===== config.mk =====
export PLATFORM = sky130hd
export DESIGN_NAME = link_cmd_reg
export DESIGN_NICKNAME = d
export VERILOG_FILES = /design/src/logic/link_cmd_pkg.sv /design/src/logic/link_cmd_reg.sv
export VERILOG_INCLUDE_DIRS = /design/src /design/src/logic
export SDC_FILE = /design/constraint.sdc
export NUM_CORES = 1
export LEC_CHECK = 0
export ABC_CLOCK_PERIOD_IN_PS = 2100
export BUFFER_PORTS_ARGS = -buffer_cell sky130_fd_sc_hd__buf_4
export CAP_MARGIN = 25
export CORE_ASPECT_RATIO = 0.7
export CORE_MARGIN = 1.5
export CORE_UTILIZATION = 52
export DETAILED_ROUTE_END_ITERATION = 10
export GPL_TIMING_DRIVEN = 0
export PLACE_DENSITY = 0.8
export SLEW_MARGIN = 20
export SYNTH_ARGS = -nofsm -noshare
export SYNTH_HDL_FRONTEND = slang
export SYNTH_SLANG_ARGS = --single-unit

===== constraint.sdc =====
create_clock -name i_clk_sys -period 2.1 [get_ports i_clk_sys]
set_input_delay 0.42 -clock i_clk_sys [delete_from_list [all_inputs] [get_ports i_clk_sys]]
set_output_delay 0.42 -clock i_clk_sys [all_outputs]
set_load 0.1 [all_outputs]

===== src/logic/link_cmd_cfg.svh =====
// offsets, field positions, reset values and counts of the link command register
`ifndef LINK_CMD_CFG_SVH
`define LINK_CMD_CFG_SVH
// byte offset of the command register in configuration space
`define LCR_CMD_OFFSET 8'h02
// capability type field, bits 15:13
`define LCR_TYPE_MSB 15
`define LCR_TYPE_LSB 13
`define LCR_TYPE_SLAVE 3'h0
`define LCR_TYPE_HOST 3'h1
// five-bit codes of other capability blocks
`define LCR_TYPE5_SWITCH 5'h08
`define LCR_TYPE5_REVID 5'h11
`define LCR_TYPE5_RSV_A_LO 5'h09
`define LCR_TYPE5_RSV_A_HI 5'h0f
`define LCR_TYPE5_RSV_B_LO 5'h1d
`define LCR_TYPE5_RSV_B_HI 5'h1f
// slave layout positions
`define LCR_BASE_MSB 4
`define LCR_BASE_LSB 0
`define LCR_COUNT_MSB 9
`define LCR_COUNT_LSB 5
`define LCR_MASTER_BIT 10
`define LCR_DIR_BIT 11
`define LCR_DROP_BIT 12
// host layout positions
`define LCR_WSEL_BIT 0
`define LCR_DBL_BIT 1
`define LCR_DEV_MSB 6
`define LCR_DEV_LSB 2
`define LCR_SIDE_BIT 7
`define LCR_HIDE_BIT 8
`define LCR_ENDP_BIT 10
`define LCR_FAULT_BIT 11
// reset values
`define LCR_RST_BASE 5'h00
`define LCR_RST_DEV 5'h00
`define LCR_RST_WSEL 1'b1
`define LCR_RST_BIT 1'b0
`define LCR_RST_CNT 16'h0000
// default stall limit before a waiting packet is rejected, in cycles
`define LCR_STALL_LIMIT 1024
`endif


===== src/logic/link_cmd_pkg.sv =====
// types of the link command register
`default_nettype none
package link_cmd_pkg;
  // disposition of a packet waiting for a transmit link
  typedef enum logic [1:0] {
    ACT_FORWARD,
    ACT_STALL,
    ACT_REJECT
  } link_action_e;
  // unit identifier / device number
  typedef logic [4:0] unit_id_t;
endpackage
`default_nettype wire


===== src/logic/link_cmd_reg.sv =====
// command register of a link interface capability block, both layouts
`timescale 1ns/1ns
`default_nettype none
`include "link_cmd_cfg.svh"

module link_cmd_reg #(
  parameter bit                   IS_HOST     = 1'b0,
  parameter link_cmd_pkg::unit_id_t UNIT_COUNT = 5'h01,
  parameter int                   STALL_LIMIT = `LCR_STALL_LIMIT
) (
  input  wire logic                       i_clk_sys,
  input  wire logic                       i_rst,
  input  wire logic                       i_warm_rst,
  input  wire logic                       i_cfg_wr,
  input  wire logic                       i_cfg_rd,
  input  wire logic [7:0]                 i_cfg_addr,
  input  wire logic [1:0]                 i_cfg_be,
  input  wire logic [15:0]                i_cfg_wdata,
  input  wire logic                       i_cfg_link,
  input  wire logic                       i_cfg_from_chain,
  input  wire logic [4:0]                 i_cfg_dev,
  input  wire logic [1:0]                 i_link_eoc,
  input  wire logic [1:0]                 i_rx_init_ok,
  input  wire logic [1:0]                 i_tx_init_ok,
  input  wire logic [1:0]                 i_pkt_pending,
  input  wire logic                       i_far_eoc_err,
  output logic [15:0]                     o_cfg_rdata,
  output logic                            o_cfg_rvalid,
  output logic                            o_cfg_claim,
  output logic                            o_cfg_as_eoc,
  output link_cmd_pkg::unit_id_t          o_unit_id,
  output logic                            o_bridge_flag,
  output logic                            o_req_link,
  output logic                            o_cold_reset_sel,
  output logic [1:0]                      o_init_done,
  output link_cmd_pkg::link_action_e      o_link_action [2]
);

  // ---------------- access decode ----------------
  wire logic       addr_hit;   // command register addressed
  wire logic       hit_wr;     // any write to the register
  wire logic       wr_lo;      // low byte written
  wire logic       wr_hi;      // high byte written
  wire logic       hit_rd;     // read of the register
  wire logic       wr_slave;   // write in slave layout
  wire logic       wr_host;    // write in host layout

  assign addr_hit = (i_cfg_addr == `LCR_CMD_OFFSET);
  assign hit_wr   = i_cfg_wr & addr_hit;
  assign wr_lo    = hit_wr & i_cfg_be[0];
  assign wr_hi    = hit_wr & i_cfg_be[1];
  assign hit_rd   = i_cfg_rd & addr_hit;
  assign wr_slave = ~IS_HOST;
  assign wr_host  = IS_HOST;

  // layout chosen by the fixed type code; other codes are not this block
  wire logic [2:0] type_code;  // read-only type field
  assign type_code = IS_HOST ? `LCR_TYPE_HOST : `LCR_TYPE_SLAVE;

  // ---------------- slave layout state ----------------
  link_cmd_pkg::unit_id_t base_q;    // lowest_owned_identifier
  logic                   master_q;  // link toward the master host
  logic                   dir_q;     // default request direction
  logic                   drop_q;    // drop on uninitialised link, both layouts

  // base identifier: warm and cold reset clear it
  always_ff @(posedge i_clk_sys or posedge i_rst) begin
    if (i_rst) begin
      base_q <= `LCR_RST_BASE;
    end else if (i_warm_rst) begin
      base_q <= `LCR_RST_BASE;
    end else if (wr_lo & wr_slave) begin
      base_q <= i_cfg_wdata[`LCR_BASE_MSB:`LCR_BASE_LSB];
    end
  end

  // master link: loaded on every write, never from the data
  always_ff @(posedge i_clk_sys or posedge i_rst) begin
    if (i_rst) begin
      master_q <= `LCR_RST_BIT;
    end else if (i_warm_rst) begin
      master_q <= `LCR_RST_BIT;
    end else if (hit_wr & wr_slave) begin
      master_q <= i_cfg_link;
    end
  end

  // default direction, warm cleared
  always_ff @(posedge i_clk_sys or posedge i_rst) begin
    if (i_rst) begin
      dir_q <= `LCR_RST_BIT;
    end else if (i_warm_rst) begin
      dir_q <= `LCR_RST_BIT;
    end else if (wr_hi & wr_slave) begin
      dir_q <= i_cfg_wdata[`LCR_DIR_BIT];
    end
  end

  // drop control, cold reset only, same bit in both layouts
  always_ff @(posedge i_clk_sys or posedge i_rst) begin
    if (i_rst) begin
      drop_q <= `LCR_RST_BIT;
    end else if (wr_hi) begin
      drop_q <= i_cfg_wdata[`LCR_DROP_BIT];
    end
  end

  // ---------------- host layout state ----------------
  logic                   wsel_q;    // 1 warm, 0 cold secondary reset
  logic                   dbl_q;     // far-end bridge scratch flag
  link_cmd_pkg::unit_id_t dev_q;     // device number
  logic                   hide_q;    // host hidden from the chain
  logic                   endp_q;    // host_endpoint_mode as written
  logic                   endp_live_q; // host_endpoint_mode in force
  logic                   fault_q;   // far_host_termination_fault

  // warm-reset host fields: reset select, scratch, hide
  always_ff @(posedge i_clk_sys or posedge i_rst) begin
    if (i_rst) begin
      wsel_q <= `LCR_RST_WSEL;
      dbl_q  <= `LCR_RST_BIT;
      hide_q <= `LCR_RST_BIT;
    end else if (i_warm_rst) begin
      wsel_q <= `LCR_RST_WSEL;
      dbl_q  <= `LCR_RST_BIT;
      hide_q <= `LCR_RST_BIT;
    end else begin
      // low byte: reset select and scratch flag
      if (wr_lo & wr_host) begin
        wsel_q <= i_cfg_wdata[`LCR_WSEL_BIT];
        dbl_q  <= i_cfg_wdata[`LCR_DBL_BIT];
      end
      // high byte: hide control
      if (wr_hi & wr_host) begin
        hide_q <= i_cfg_wdata[`LCR_HIDE_BIT];
      end
    end
  end

  // cold-reset host fields: device number and endpoint mode
  always_ff @(posedge i_clk_sys or posedge i_rst) begin
    if (i_rst) begin
      dev_q  <= `LCR_RST_DEV;
      endp_q <= `LCR_RST_BIT;
    end else begin
      // device number in low byte
      if (wr_lo & wr_host) begin
        dev_q <= i_cfg_wdata[`LCR_DEV_MSB:`LCR_DEV_LSB];
      end
      // endpoint request in high byte
      if (wr_hi & wr_host) begin
        endp_q <= i_cfg_wdata[`LCR_ENDP_BIT];
      end
    end
  end

  // endpoint mode takes effect only when a warm reset passes
  always_ff @(posedge i_clk_sys or posedge i_rst) begin
    if (i_rst) begin
      endp_live_q <= `LCR_RST_BIT;
    end else if (i_warm_rst) begin
      endp_live_q <= endp_q;
    end
  end

  // fault flag: hardware set wins over a write-one clear
  wire logic fault_clr;  // write of one to the fault bit
  wire logic fault_d;    // next fault flag
  assign fault_clr = wr_hi & wr_host & i_cfg_wdata[`LCR_FAULT_BIT];
  assign fault_d   = (IS_HOST & i_far_eoc_err) | (fault_q & ~fault_clr);

  // fault register, cold reset only
  always_ff @(posedge i_clk_sys or posedge i_rst) begin
    if (i_rst) begin
      fault_q <= `LCR_RST_BIT;
    end else begin
      fault_q <= fault_d;
    end
  end

  // ---------------- read image ----------------
  wire logic [15:0] img_slave;  // slave layout word
  wire logic [15:0] img_host;   // host layout word
  wire logic [15:0] img;        // selected word

  // unassigned positions are constant zero
  assign img_slave = {type_code, drop_q, dir_q, master_q,
                      UNIT_COUNT, base_q};
  assign img_host  = {type_code, drop_q, fault_q, endp_q, 1'b0, hide_q,
                      i_cfg_from_chain, dev_q, dbl_q, wsel_q};
  assign img       = IS_HOST ? img_host : img_slave;

  // read data registered; other addresses answer zero
  always_ff @(posedge i_clk_sys or posedge i_rst) begin
    if (i_rst) begin
      o_cfg_rdata  <= 16'h0000;
      o_cfg_rvalid <= 1'b0;
    end else begin
      o_cfg_rdata  <= hit_rd ? img : 16'h0000;
      o_cfg_rvalid <= i_cfg_rd;
    end
  end

  // ---------------- identity and claiming ----------------
  wire logic [5:0] top_id;     // base plus count minus one
  wire logic       slave_claim; // device number inside owned range
  wire logic       host_claim;  // host answers this access

  assign top_id      = {1'b0, base_q} + {1'b0, UNIT_COUNT} - 6'h01;
  assign slave_claim = (i_cfg_dev >= base_q) &&
                       ({1'b0, i_cfg_dev} <= top_id);
  assign host_claim  = i_cfg_from_chain ? (~hide_q & (i_cfg_dev == dev_q)) : 1'b1;

  // claim and hiding are handshake-style combinational outputs
  assign o_cfg_claim  = IS_HOST ? host_claim : slave_claim;
  assign o_cfg_as_eoc = IS_HOST & i_cfg_from_chain & hide_q;

  // stamped identifier and bridge flag
  assign o_unit_id     = IS_HOST ? (endp_live_q ? dev_q : 5'h00) : base_q;
  assign o_bridge_flag = IS_HOST & ~endp_live_q;

  // request link: toward master host or away from it
  assign o_req_link = dir_q ? ~master_q : master_q;

  // zero asks the reset sequencer to drop the power_good_signal
  assign o_cold_reset_sel = IS_HOST & ~wsel_q;

  // ---------------- per-link initialisation and forwarding ----------------
  logic [1:0] init_q;   // initialisation complete per link

  // init flag sets only when both directions succeeded
  always_ff @(posedge i_clk_sys or posedge i_rst) begin
    if (i_rst) begin
      init_q <= 2'b00;
    end else if (i_warm_rst) begin
      init_q <= 2'b00;
    end else begin
      init_q <= init_q | (i_rx_init_ok & i_tx_init_ok);
    end
  end

  assign o_init_done = init_q;

  // one forwarding decision and stall timer per link
  genvar gl;
  generate
    for (gl = 0; gl < 2; gl++) begin : g_link
      logic [15:0] cnt_q;     // cycles spent stalled
      logic        tmo_q;     // stall timed out on this link
      wire logic   stalled;   // link waits on initialisation

      // both flags clear and dropping off: the packet waits
      assign stalled = ~i_link_eoc[gl] & ~init_q[gl] & ~drop_q & i_pkt_pending[gl];

      // terminus reject beats forward, forward beats drop or timeout reject and stall
      assign o_link_action[gl] =
        i_link_eoc[gl]     ? link_cmd_pkg::ACT_REJECT :
        init_q[gl]         ? link_cmd_pkg::ACT_FORWARD :
        (drop_q | tmo_q)   ? link_cmd_pkg::ACT_REJECT :
                             link_cmd_pkg::ACT_STALL;

      // timer runs while stalled, releases the wait at the limit
      always_ff @(posedge i_clk_sys or posedge i_rst) begin
        if (i_rst) begin
          cnt_q <= `LCR_RST_CNT;
          tmo_q <= 1'b0;
        end else if (i_warm_rst | ~stalled) begin
          cnt_q <= `LCR_RST_CNT;
          tmo_q <= 1'b0;
        end else if (cnt_q == 16'(STALL_LIMIT - 1)) begin
          tmo_q <= 1'b1;
        end else begin
          cnt_q <= cnt_q + 16'h0001;
        end
      end
    end
  endgenerate

  // software keeps the reset select steady during a bus reset;
  // the select is passed on as stored without further guard

endmodule

`default_nettype wire


# Yosys cells after proc, flatten, opt, wreduce, memory -nomap -nowiden
# Cells that the tools add are included.
dict set report totals {
  out_inout_bits 33
  word_cells 75
  regBits 58
}
dict set report op_classes {
  add_sub_neg 4
  muxes 23
  n_lt_le_gt_ge 2
  reduce_logical 6
  bitwise_logic 24
  n_eq_ne 5
}
# op n
set op_table {}
lappend op_table {{$mux 16} 4}
lappend op_table {{$add 16x1->16 const B} 2}
lappend op_table {{$eq 16x10->1 const B} 2}
lappend op_table {{$mux 2} 7}
lappend op_table {{$mux 13} 1}
lappend op_table {{$and 1x1->1} 10}
lappend op_table {{$mux 5} 2}
lappend op_table {{$reduce_bool 2->1} 5}
lappend op_table {{$mux 1} 9}
lappend op_table {{$eq 8x2->1 const B} 1}
lappend op_table {{$not 1->1} 8}
lappend op_table {{$add 5x1->6 const B} 1}
lappend op_table {{$le 5x6->1} 1}
lappend op_table {{$sub 6x1->6 const B} 1}
lappend op_table {{$ge 5x5->1} 1}
lappend op_table {{$ne 2x2->1 const B} 2}
lappend op_table {{$or 1x1->1} 4}
lappend op_table {{$and 2x2->2} 1}
lappend op_table {{$or 2x2->2} 1}
lappend op_table {{$logic_and 1x1->1} 1}

# Depth between registers and ports, before layout
# Gate-level depths: netlist of run 1.
dict set report logic_depth {
  word_depth 7
  depth_mapped 6
  mapped_depth_nobuf 5
}

# Worst setup path after synthesis of run 1
# Ideal clock, no wire load.
dict set report synth_path {
  path_kind {register to output}
  startpoint {reg init_q[0], in the netlist o_init_done[0]}
  endpoint {out o_link_action[2] (netlist name)}
  n_path_buf 0
  arrival_time_ns 3.723
  stages_incl_launch_ff 2
  required_time_ns 1.680
  path_slack_ns -2.043
  cell_sequence {dfrtp_1 -> nor4_1}
}
# item line
set synth_lines {}
lappend synth_lines {{start: declaration} link_cmd_reg.sv:229} ;# logic [1:0] init_q;
lappend synth_lines {{start signal: assignment} link_cmd_reg.sv:238} ;# init_q <= init_q | (i_rx_init_ok & i_tx_init_ok);
lappend synth_lines {{end: declaration} link_cmd_reg.sv:36} ;# output link_cmd_pkg::link_action_e o_link_action [2]

==> results.cfg, run 1 <==
[power_and_ir_drop]
switchingPower_w = 0.0005604
peakVddDrop_uv = 305.2
leakage_nw = 1.540
p_comb_frac = 0.155
seq_power_share = 0.547
clkPwrFrac = 0.298
p_int_w = 0.001368
swShare = 0.2907
cellPowerDensity_nw_per_um2 = 553.9

[critical_path]
crit_path_end_kind = primary output
arrival_ns = 1.60
crit_required_ns = 1.68
endpoint = o_link_action[0]
path_cells = or3_1, nor2_4, buf_6
crit_type = reg -> out
crit_path_start = drop_q$_DFFE_PP0P_
crit_path_max_fanout = 8
r2r_cells = 5
cpPeakStageDelay_ns = 0.48
r2r_end = g_link[0].cnt_q[1]$_DFFE_PP0P_
slowest_stage = dfrtp_2
timing.reg2reg.setup_slack_ns = 0.18
crit_path_start_kind = flop
r2r-start = g_link[0].cnt_q[12]$_DFFE_PP0P_

[placed_design]
place_congestion = 0.8419
dpl.hpwl_mm = 4.571
pre_cts_ws_ns = -0.07719
port_buffers = 58

[timing]
tightestPinTransition_ns = 0.7013
post-route-min-period_ns = 2.017
final.setup.tns_ns = 0
max_freq_mhz = 495.7
timing.final.crit_share = 0.9607
setup-violations-final = 0
clock_skew_ns = 0.007511
fin_ws_ns = 0.08259
maxSlewViolCount = 0
hold_viol = 0
maxSlewHeadroom = 0.5282
rsz0062_at_grt = no

[drt]
drt_first_pass_iters = 4
routed_wl_mm = 6.112
drt_iter0_drc = 124
drc = 0
vias = 2304
route.antenna.remaining_nets = 0
post_drt_wl_per_cell_um = 14.42
viasPerCell = 5.434

[yosys]
netlist_area_um2 = 2761
synth_mux_area_frac = 0.03670
async_flop_share = 1.000
syn_area_per_cell_um2 = 9.897
synth_most_common_cell = dfrtp_1
ys_types = 48
synthTopCellsByCount = dfrtp_1, nor2_1, a21oi_1, nand2_1
synthAdderAreaFrac = 0.03172
synth_edf_count = 0
ys.flop_type = dfrtp_1
synth_top_family_by_area = simple AND/OR/NAND/NOR gates
yosysWarnings = 0
synth-seq-cells = 54
synthSimpleGateAreaFrac = 0.2642
synth_compound_area_frac = 0.08020
syn_inst = 279
synth_top_area_frac = 0.4894
synth_area_leader_cell = dfrtp_1
synth_xor_area_frac = 0.03489
yosysSeqAreaShare = 0.4894
synth_area_leaders = dfrtp_1, nor2_1, mux2i_1, ha_1, a21oi_1

[die]
dieHeight_um = 63.97
start_util = 0.5590
fp.coreArea_um2 = 4940
rows = 21
chipWidth_um = 90.10
die_area_um2 = 5764
ios = 80

[grt]
grt_pass1_vias = 2166
grt_max_degree = 55
grt_pass1_wl_mm = 10.49
grt_overflow_total = 0
grt_use_total = 0.2340
antenna_found_initial = 0

[final_layout]
syn_to_final_growth_pct = 26.05
fin_nets = 408
final_layout_size_suffix_gt1_frac = 0.3070
antenna_cells = 0
fill_cells = 382

[clock_tree]
cts.path.max_buffers = 2
cts_inserted_buffers = 5
cts-htree-levels = 2
worstSkewPairLatency_ns = 0.31
cts.hold.buffers_added = 0
clkSinkCount = 54
cts_tree = built
cts-root-buf = clkbuf_8
path_clk_slew_ns = 0.10

[min_path]
hp-class = in -> async

[run]
cap_viol_max_count = 0

[run_status]
status = complete, no violations
==> layout by cell type, fill, tap and decap left out, types with 6 or more instances in the layout <==
cell type	netlist	final
buf_4	10	68
dfrtp_1	54	46
nor2_1	38	36
a21oi_1	15	15
nand2_1	13	13
nor4_1	12	11
inv_1	12	10
nand3_1	11	10
conb_1	1	10
nor3_1	9	9
mux2i_1	9	9
or3_1	8	8
o21ai_0	8	8
dfrtp_2	0	8
xnor2_1	7	7
ha_1	7	7
or4_1	6	6
nand4_1	6	6
==> metrics by stage <==
stage | hold WS (ns) | power, W | cell area [um^2] | util | cells
floorplan | 0.4514 | 0.001292 | 2849 | - | 288
global placement | 0.5293 | 0.001370 | 3371 | 0.6824 | 415
detailed placement | 0.5389 | 0.001375 | 3373 | 0.6829 | 415
CTS | 0.2144 | 0.001955 | 3467 | 0.7019 | 423
global route | 0.2027 | 0.002026 | 3481 | 0.7047 | 424
finish | 0.1940 | 0.001928 | 3481 | 0.7047 | 424
==> final cells by class <==
class,instances,area (um^2),area share
plain buffers,18,125.1,0.03595
clock inverters,3,21.27,0.006111
inverters,12,47.55,0.01366
well taps,69,86.33,0.02480
flip-flops and latches,54,1361,0.3911
repair buffers,59,446.7,0.1283
multi-input cells,204,1324,0.3803
clock buffers,5,68.82,0.01977
==> sequential cells by signal, indices dropped and copies added, names as in the netlist <==
| name | cells |
|---|---|
| o_cfg_rvalid | 1 |
| o_init_done | 2 |
| o_unit_id | 5 |
| o_cfg_rdata | 9 |
| master_q | 1 |
| g_link.cnt_q | 32 |
| drop_q | 1 |
| g_link.tmo_q | 2 |
| dir_q | 1 |
==> how the worst min path moves through the flow <==
| stage | end | slack (ns) | from | cells after the start |
|---|---|---|---|---|
| floorplan | o_cfg_rvalid$_DFF_PP0_ | 0.45 | i_cfg_rd | 0 |
| global placement | o_cfg_rdata[0]$_DFF_PP0_ | 0.53 | o_unit_id[0]$_DFFE_PP0P_ | 1 |
| detailed placement | o_cfg_rdata[0]$_DFF_PP0_ | 0.54 | o_unit_id[0]$_DFFE_PP0P_ | 1 |
| CTS | o_cfg_rvalid$_DFF_PP0_ | 0.21 | i_cfg_rd | 1 |
| global route | o_cfg_rvalid$_DFF_PP0_ | 0.20 | i_cfg_rd | 1 |
| finish | g_link[1].cnt_q[1]$_DFFE_PP0P_ | 0.19 | i_rst | 2 |
==> critical path: cells and delay by family (launching register included) <==
| kind | cells | cell delay [ns] |
|---|---|---|
| simple gates | 2 | 0.58 |
| flops | 1 | 0.48 |
| buf+inv | 1 | 0.23 |
==> repair_timing <==
item                                   in CTS  in global routing
buffers inserted                            0                  1
endpoints found under the hold margin       0                  0
setup endpoints to repair                   1                  7
gates resized for setup                     1                  2
pin swaps                                   0                  1
==> layer usage <==
| layer | GRT usage | part of all wire | vias up |
|---|---|---|---|
| met2 | 0.3523 | 0.44 | 64 |
| met3 | 0.04881 | 0.055 | 5 |
| met1 | 0.3400 | 0.49 | 1099 |
| met4 | 0.07341 | 0.0093 | 0 |
| met5 | 0 | 0 | - |
| li1 | - | - | 1136 |
==> power groups by stage <==
stage / Combinational (W) / Sequential, W / Clock, W
global placement: 0.000296 / 0.00107 / 0
CTS: 0.000302 / 0.00105 / 0.000599
floorplan: 0.000193 / 0.00110 / 0
finish: 0.000300 / 0.00105 / 0.000574
detailed placement: 0.000300 / 0.00107 / 0
global route: 0.000318 / 0.00106 / 0.000653
==> logic make-up (layout without fill, tap and decap cells) <==
family,Yosys count,after routing
mux,10,10
xor+xnor,11,11
flops,54,54
fa+ha+maj,7,7
other cells,1,10
compound gates,37,37
simple gates,129,129
buf+inv,30,97
Power figures use the tool's default switching activity.
==> run 2: changes to the inputs <==
Settings changed: ABC_CLOCK_PERIOD_IN_PS 2100 to 2270, RECOVER_POWER set to 25.
Clock period 2.1 ns to 2.27 ns, I/O delays scaled along.
==> results.cfg, run 2 (synthesis gave the netlist of run 1 again) <==
[power_and_ir_drop]
leakage_nw = 1.540
peakVddDrop_uv = 433.7
cellPowerDensity_nw_per_um2 = 512.7

[clock_tree]
clkSinkCount = 54
post_cts_buffers = 0
cts.hold.buffers_added = 0
worstSkewPairLatency_ns = 0.30
cts-root-buf = clkbuf_8
cts_tree = built
cts-htree-levels = 2
cts_resized = 0
path_clk_slew_ns = 0.10
cts_inserted_buffers = 5
cts.path.max_buffers = 2

[timing]
tightestPinTransition_ns = 1.108
setup-violations-final = 0
maxSlewHeadroom = 0.2599
clock_skew_ns = 0.01151
post-route-min-period_ns = 2.105
final.setup.tns_ns = 0
maxSlewViolCount = 0
timing.final.crit_share = 0.9275
hold_viol = 0
max_freq_mhz = 475.0
rsz0062_at_grt = no

[critical_path]
crit_path_max_fanout = 8
slowest_stage = dfrtp_1
crit_required_ns = 1.82
crit_path_start_kind = flop
cpPeakStageDelay_ns = 0.49
arrival_ns = 1.65
crit_path_end_kind = primary output
crit_type = reg -> out
timing.reg2reg.setup_slack_ns = 0.26
path_cells = or3_1, nor2_4, buf_4

[die]
die_area_um2 = 5764
start_util = 0.5590
rows = 21
dieHeight_um = 63.97
fp.coreArea_um2 = 4940
chipWidth_um = 90.10
ios = 80

[final_layout]
syn_to_final_growth_pct = 25.06
layout_common_cells = buf_4, dfrtp_1, nor2_1
final_common_cell = buf_4
fin_nets = 407
final_layout_size_suffix_gt1_frac = 0.2853
antenna_cells = 0
top_register = g_link.cnt_q
largest_reg_flops = 32
final_area_um2 = 3453
fill_cells = 380

[drt]
routed_wl_mm = 5.880
drt_first_pass_iters = 4
route.antenna.remaining_nets = 0
viasPerCell = 5.371
vias = 2272
post_drt_wl_per_cell_um = 13.90
drt_iter0_drc = 147
drc = 0

[grt]
grt_pass1_vias = 2076
grt_max_degree = 55
antenna_found_initial = 0
grt_use_total = 0.2127
grt_pass1_wl_mm = 9.873
grt_overflow_total = 0

[min_path]
hp-class = in -> reg

[placed_design]
place_congestion = 0.8384
placed_area_um2 = 3369
dpl.hpwl_mm = 4.366
port_buffers = 58

[run_status]
status = complete, no violations

[run]
cap_viol_max_count = 0
run 2: changes by cell type in the layout (fill, tap and decap cells not counted), sizes merged:
cell,change
buf,-3
clkbuf,+3
clkinvlp,-1
run 2: where the power goes:
part	internal [W]	leakage, nW	total (W)	switching [W]
sequential	0.000967	0.743	0.000975	0.00000801
clock	0.000219	0.0452	0.000522	0.000303
combinational	0.0000787	0.752	0.000274	0.000195
run 2: cell type report:
type	instances	area, um^2	area share
buffer	18	125.1	0.03623
sequential	54	1356	0.3928
timing repair buffer	58	435.4	0.1261
tap	69	86.33	0.02500
clock buffer	6	72.57	0.02101
multi-input combinational	204	1319	0.3819
clock inverter	2	13.76	0.003986
inverter	12	45.04	0.01304
run 2: path summary, 6_finish.rpt:
check | cells after the start | startpoint | endpoint
worst max-delay path | 3 | drop_q$_DFFE_PP0P_ | o_link_action[0]
worst min-delay path | 1 | i_cfg_rd | o_cfg_rvalid$_DFF_PP0_
worst max register to register | 4 | g_link[1].cnt_q[11]$_DFFE_PP0P_ | g_link[1].cnt_q[1]$_DFFE_PP0P_
worst min register to register | 2 | g_link[1].cnt_q[15]$_DFFE_PP0P_ | g_link[1].cnt_q[15]$_DFFE_PP0P_
max in group asynchronous | 2 | i_rst | o_unit_id[4]$_DFFE_PP0P_
min in group asynchronous | 2 | i_rst | g_link[1].cnt_q[9]$_DFFE_PP0P_
run 2: metal layers:
layer | global-route usage | vias to the layer above | share of wire
met3 | 0.05238 | 2 | 0.063
met1 | 0.3079 | 1073 | 0.49
met4 | 0.03770 | 0 | 0.0041
met5 | 0 | - | 0
li1 | - | 1130 | -
met2 | 0.3295 | 67 | 0.44
run 2: stage by stage:
stage               setup slack (ns)  hold slack [ns]  power [W]  utilization  cells
floorplan                    -0.1029           0.4854   0.001194            -    288
global placement             -0.3609           0.5305   0.001267       0.6816    415
detailed placement           0.07435           0.5455   0.001270       0.6821    415
CTS                           0.1583           0.2612   0.001786       0.6996    423
global route                  0.1045           0.2739   0.001842       0.6991    423
finish                        0.1647           0.2870   0.001770       0.6991    423
run 2: worst max-delay path: cells and delay by family, from the launching register on:
| family | cells | cell delay [ns] |
|---|---|---|
| buf+inv | 1 | 0.29 |
| flops | 1 | 0.49 |
| simple gates | 2 | 0.57 |
==> run 3: changes to the inputs <==
Settings changed: ABC_CLOCK_PERIOD_IN_PS 2270 to not set, CELL_PAD_IN_SITES_DETAIL_PLACEMENT set to 1, CELL_PAD_IN_SITES_GLOBAL_PLACEMENT set to 2, CORE_UTILIZATION 52 to 31, PLACE_DENSITY 0.8 to not set, PLACE_DENSITY_LB_ADDON set to 0.1.
==> results.cfg, run 3 (synthesis gave the netlist of run 1 again) <==
[drt]
drt_first_pass_iters = 4
routed_wl_mm = 7.348
post_drt_wl_per_cell_um = 15.47
drt_iter0_drc = 51
route.antenna.remaining_nets = 0
drc = 0
vias = 2282
viasPerCell = 4.804

[die]
fp.coreArea_um2 = 8548
ios = 80
chipWidth_um = 115.8
dieHeight_um = 81.97
start_util = 0.3230
rows = 28
die_area_um2 = 9492

[min_path]
hp-class = in -> async

[power_and_ir_drop]
leakage_nw = 1.557
clkPwrFrac = 0.376
cellPowerDensity_nw_per_um2 = 561.4
peakVddDrop_uv = 252.5
seq_power_share = 0.487
switchingPower_w = 0.0005463
swShare = 0.2726
p_comb_frac = 0.138
p_int_w = 0.001458

[final_layout]
antenna_cells = 0
final_common_cell = buf_4
final_area_um2 = 3570
layout_common_cells = buf_4, dfrtp_1, nor2_1
final_layout_size_suffix_gt1_frac = 0.2789
top_register = g_link.cnt_q
fin_nets = 408
syn_to_final_growth_pct = 29.27
largest_reg_flops = 32

[grt]
grt_max_degree = 45
grt_use_total = 0.1700
grt_overflow_total = 0
grt_pass1_wl_mm = 12.16
grt_pass1_vias = 2382
antenna_found_initial = 0

[timing]
hold_viol = 0
setup-violations-final = 0
fin_ws_ns = 0.1630
maxSlewViolCount = 0
maxSlewHeadroom = 0.2589
timing.final.crit_share = 0.9282
post-route-min-period_ns = 2.107
clock_skew_ns = 0.007090
final.setup.tns_ns = 0
whs_ns = 0.1790
max_freq_mhz = 474.6
tightestPinTransition_ns = 1.112
rsz0062_at_grt = no

[clock_tree]
cts_inserted_buffers = 5
post_cts_buffers = 0
worstSkewPairLatency_ns = 0.30
cts.path.max_buffers = 2
path_clk_slew_ns = 0.07
cts-root-buf = clkbuf_16
cts.hold.buffers_added = 0
cts-htree-levels = 2
cts_tree = built
clkSinkCount = 54
cts_resized = 0

[run]
cap_viol_max_count = 0

[critical_path]
arrival_ns = 1.65
crit_required_ns = 1.82
timing.reg2reg.setup_slack_ns = 0.18
crit_type = reg -> out
crit_path_start_kind = flop
crit_path_max_fanout = 8
crit_path_end_kind = primary output

[placed_design]
place_congestion = 0.7443
pre_cts_ws_ns = 0.07981
dpl.hpwl_mm = 5.503
placed_area_um2 = 3461
port_buffers = 58

[run_status]
status = complete, no violations
[run 3: changes by cell type in the layout (fill, tap and decap cells not counted), sizes merged]
cell	previous run	this run
clkbuf	13	16
inv	12	11
clkinv	2	0
clkinvlp	0	1
[run 3: cell type report]
type	count	area [um^2]
fill	994	4979
sequential	54	1356
multi-input combinational	204	1319
timing repair buffer	59	436.7
tap	120	150.1
clock buffer	8	136.4
buffer	18	125.1
inverter	12	46.29
[run 3: final timing paths]
kind                                                 start  cells after the start                             end
max                                     drop_q$_DFFE_PP0P_                      3                o_link_action[0]
min                                                  i_rst                      2  g_link[1].cnt_q[4]$_DFFE_PP0P_
max reg2reg                g_link[1].cnt_q[11]$_DFFE_PP0P_                      4  g_link[1].cnt_q[1]$_DFFE_PP0P_
min reg2reg                       o_unit_id[4]$_DFFE_PP0P_                      2        o_unit_id[4]$_DFFE_PP0P_
max in group asynchronous                            i_rst                      3        o_unit_id[4]$_DFFE_PP0P_
min in group i_clk_sys                            i_cfg_rd                      1          o_cfg_rvalid$_DFF_PP0_
[run 3: critical path, stage by stage (launching register included)]
cell and delay (ns):
dfrtp_1 0.49, or3_1 0.48, nor2_4 0.10, buf_4 0.29
[run 3: per-layer routing]
metal | up-vias | GRT usage | routed length [um]
met1 | 1106 | 0.2294 | 3707
li1 | 1121 | - | -
met5 | - | 0 | 0
met3 | 8 | 0.05240 | 398
met2 | 47 | 0.2624 | 3153
met4 | 0 | 0.05122 | 89
[run 3: per-stage QoR]
| stage | power, W | util | std cells |
|---|---|---|---|
| after floorplan | 0.001194 | - | 288 |
| after global placement | 0.001270 | 0.4013 | 466 |
| after detailed placement | 0.001280 | 0.4049 | 467 |
| after CTS | 0.002049 | 0.4208 | 475 |
| after global routing | 0.002094 | 0.4176 | 475 |
| final | 0.002004 | 0.4176 | 475 |
[run 3: power groups by stage]
stage	Combinational [W]	Clock (W)	Sequential (W)
after floorplan	0.000178	0	0.00102
final	0.000276	0.000753	0.000975
after global routing	0.000294	0.000824	0.000976
after detailed placement	0.000287	0	0.000994
after global placement	0.000277	0	0.000994
after CTS	0.000287	0.000787	0.000975
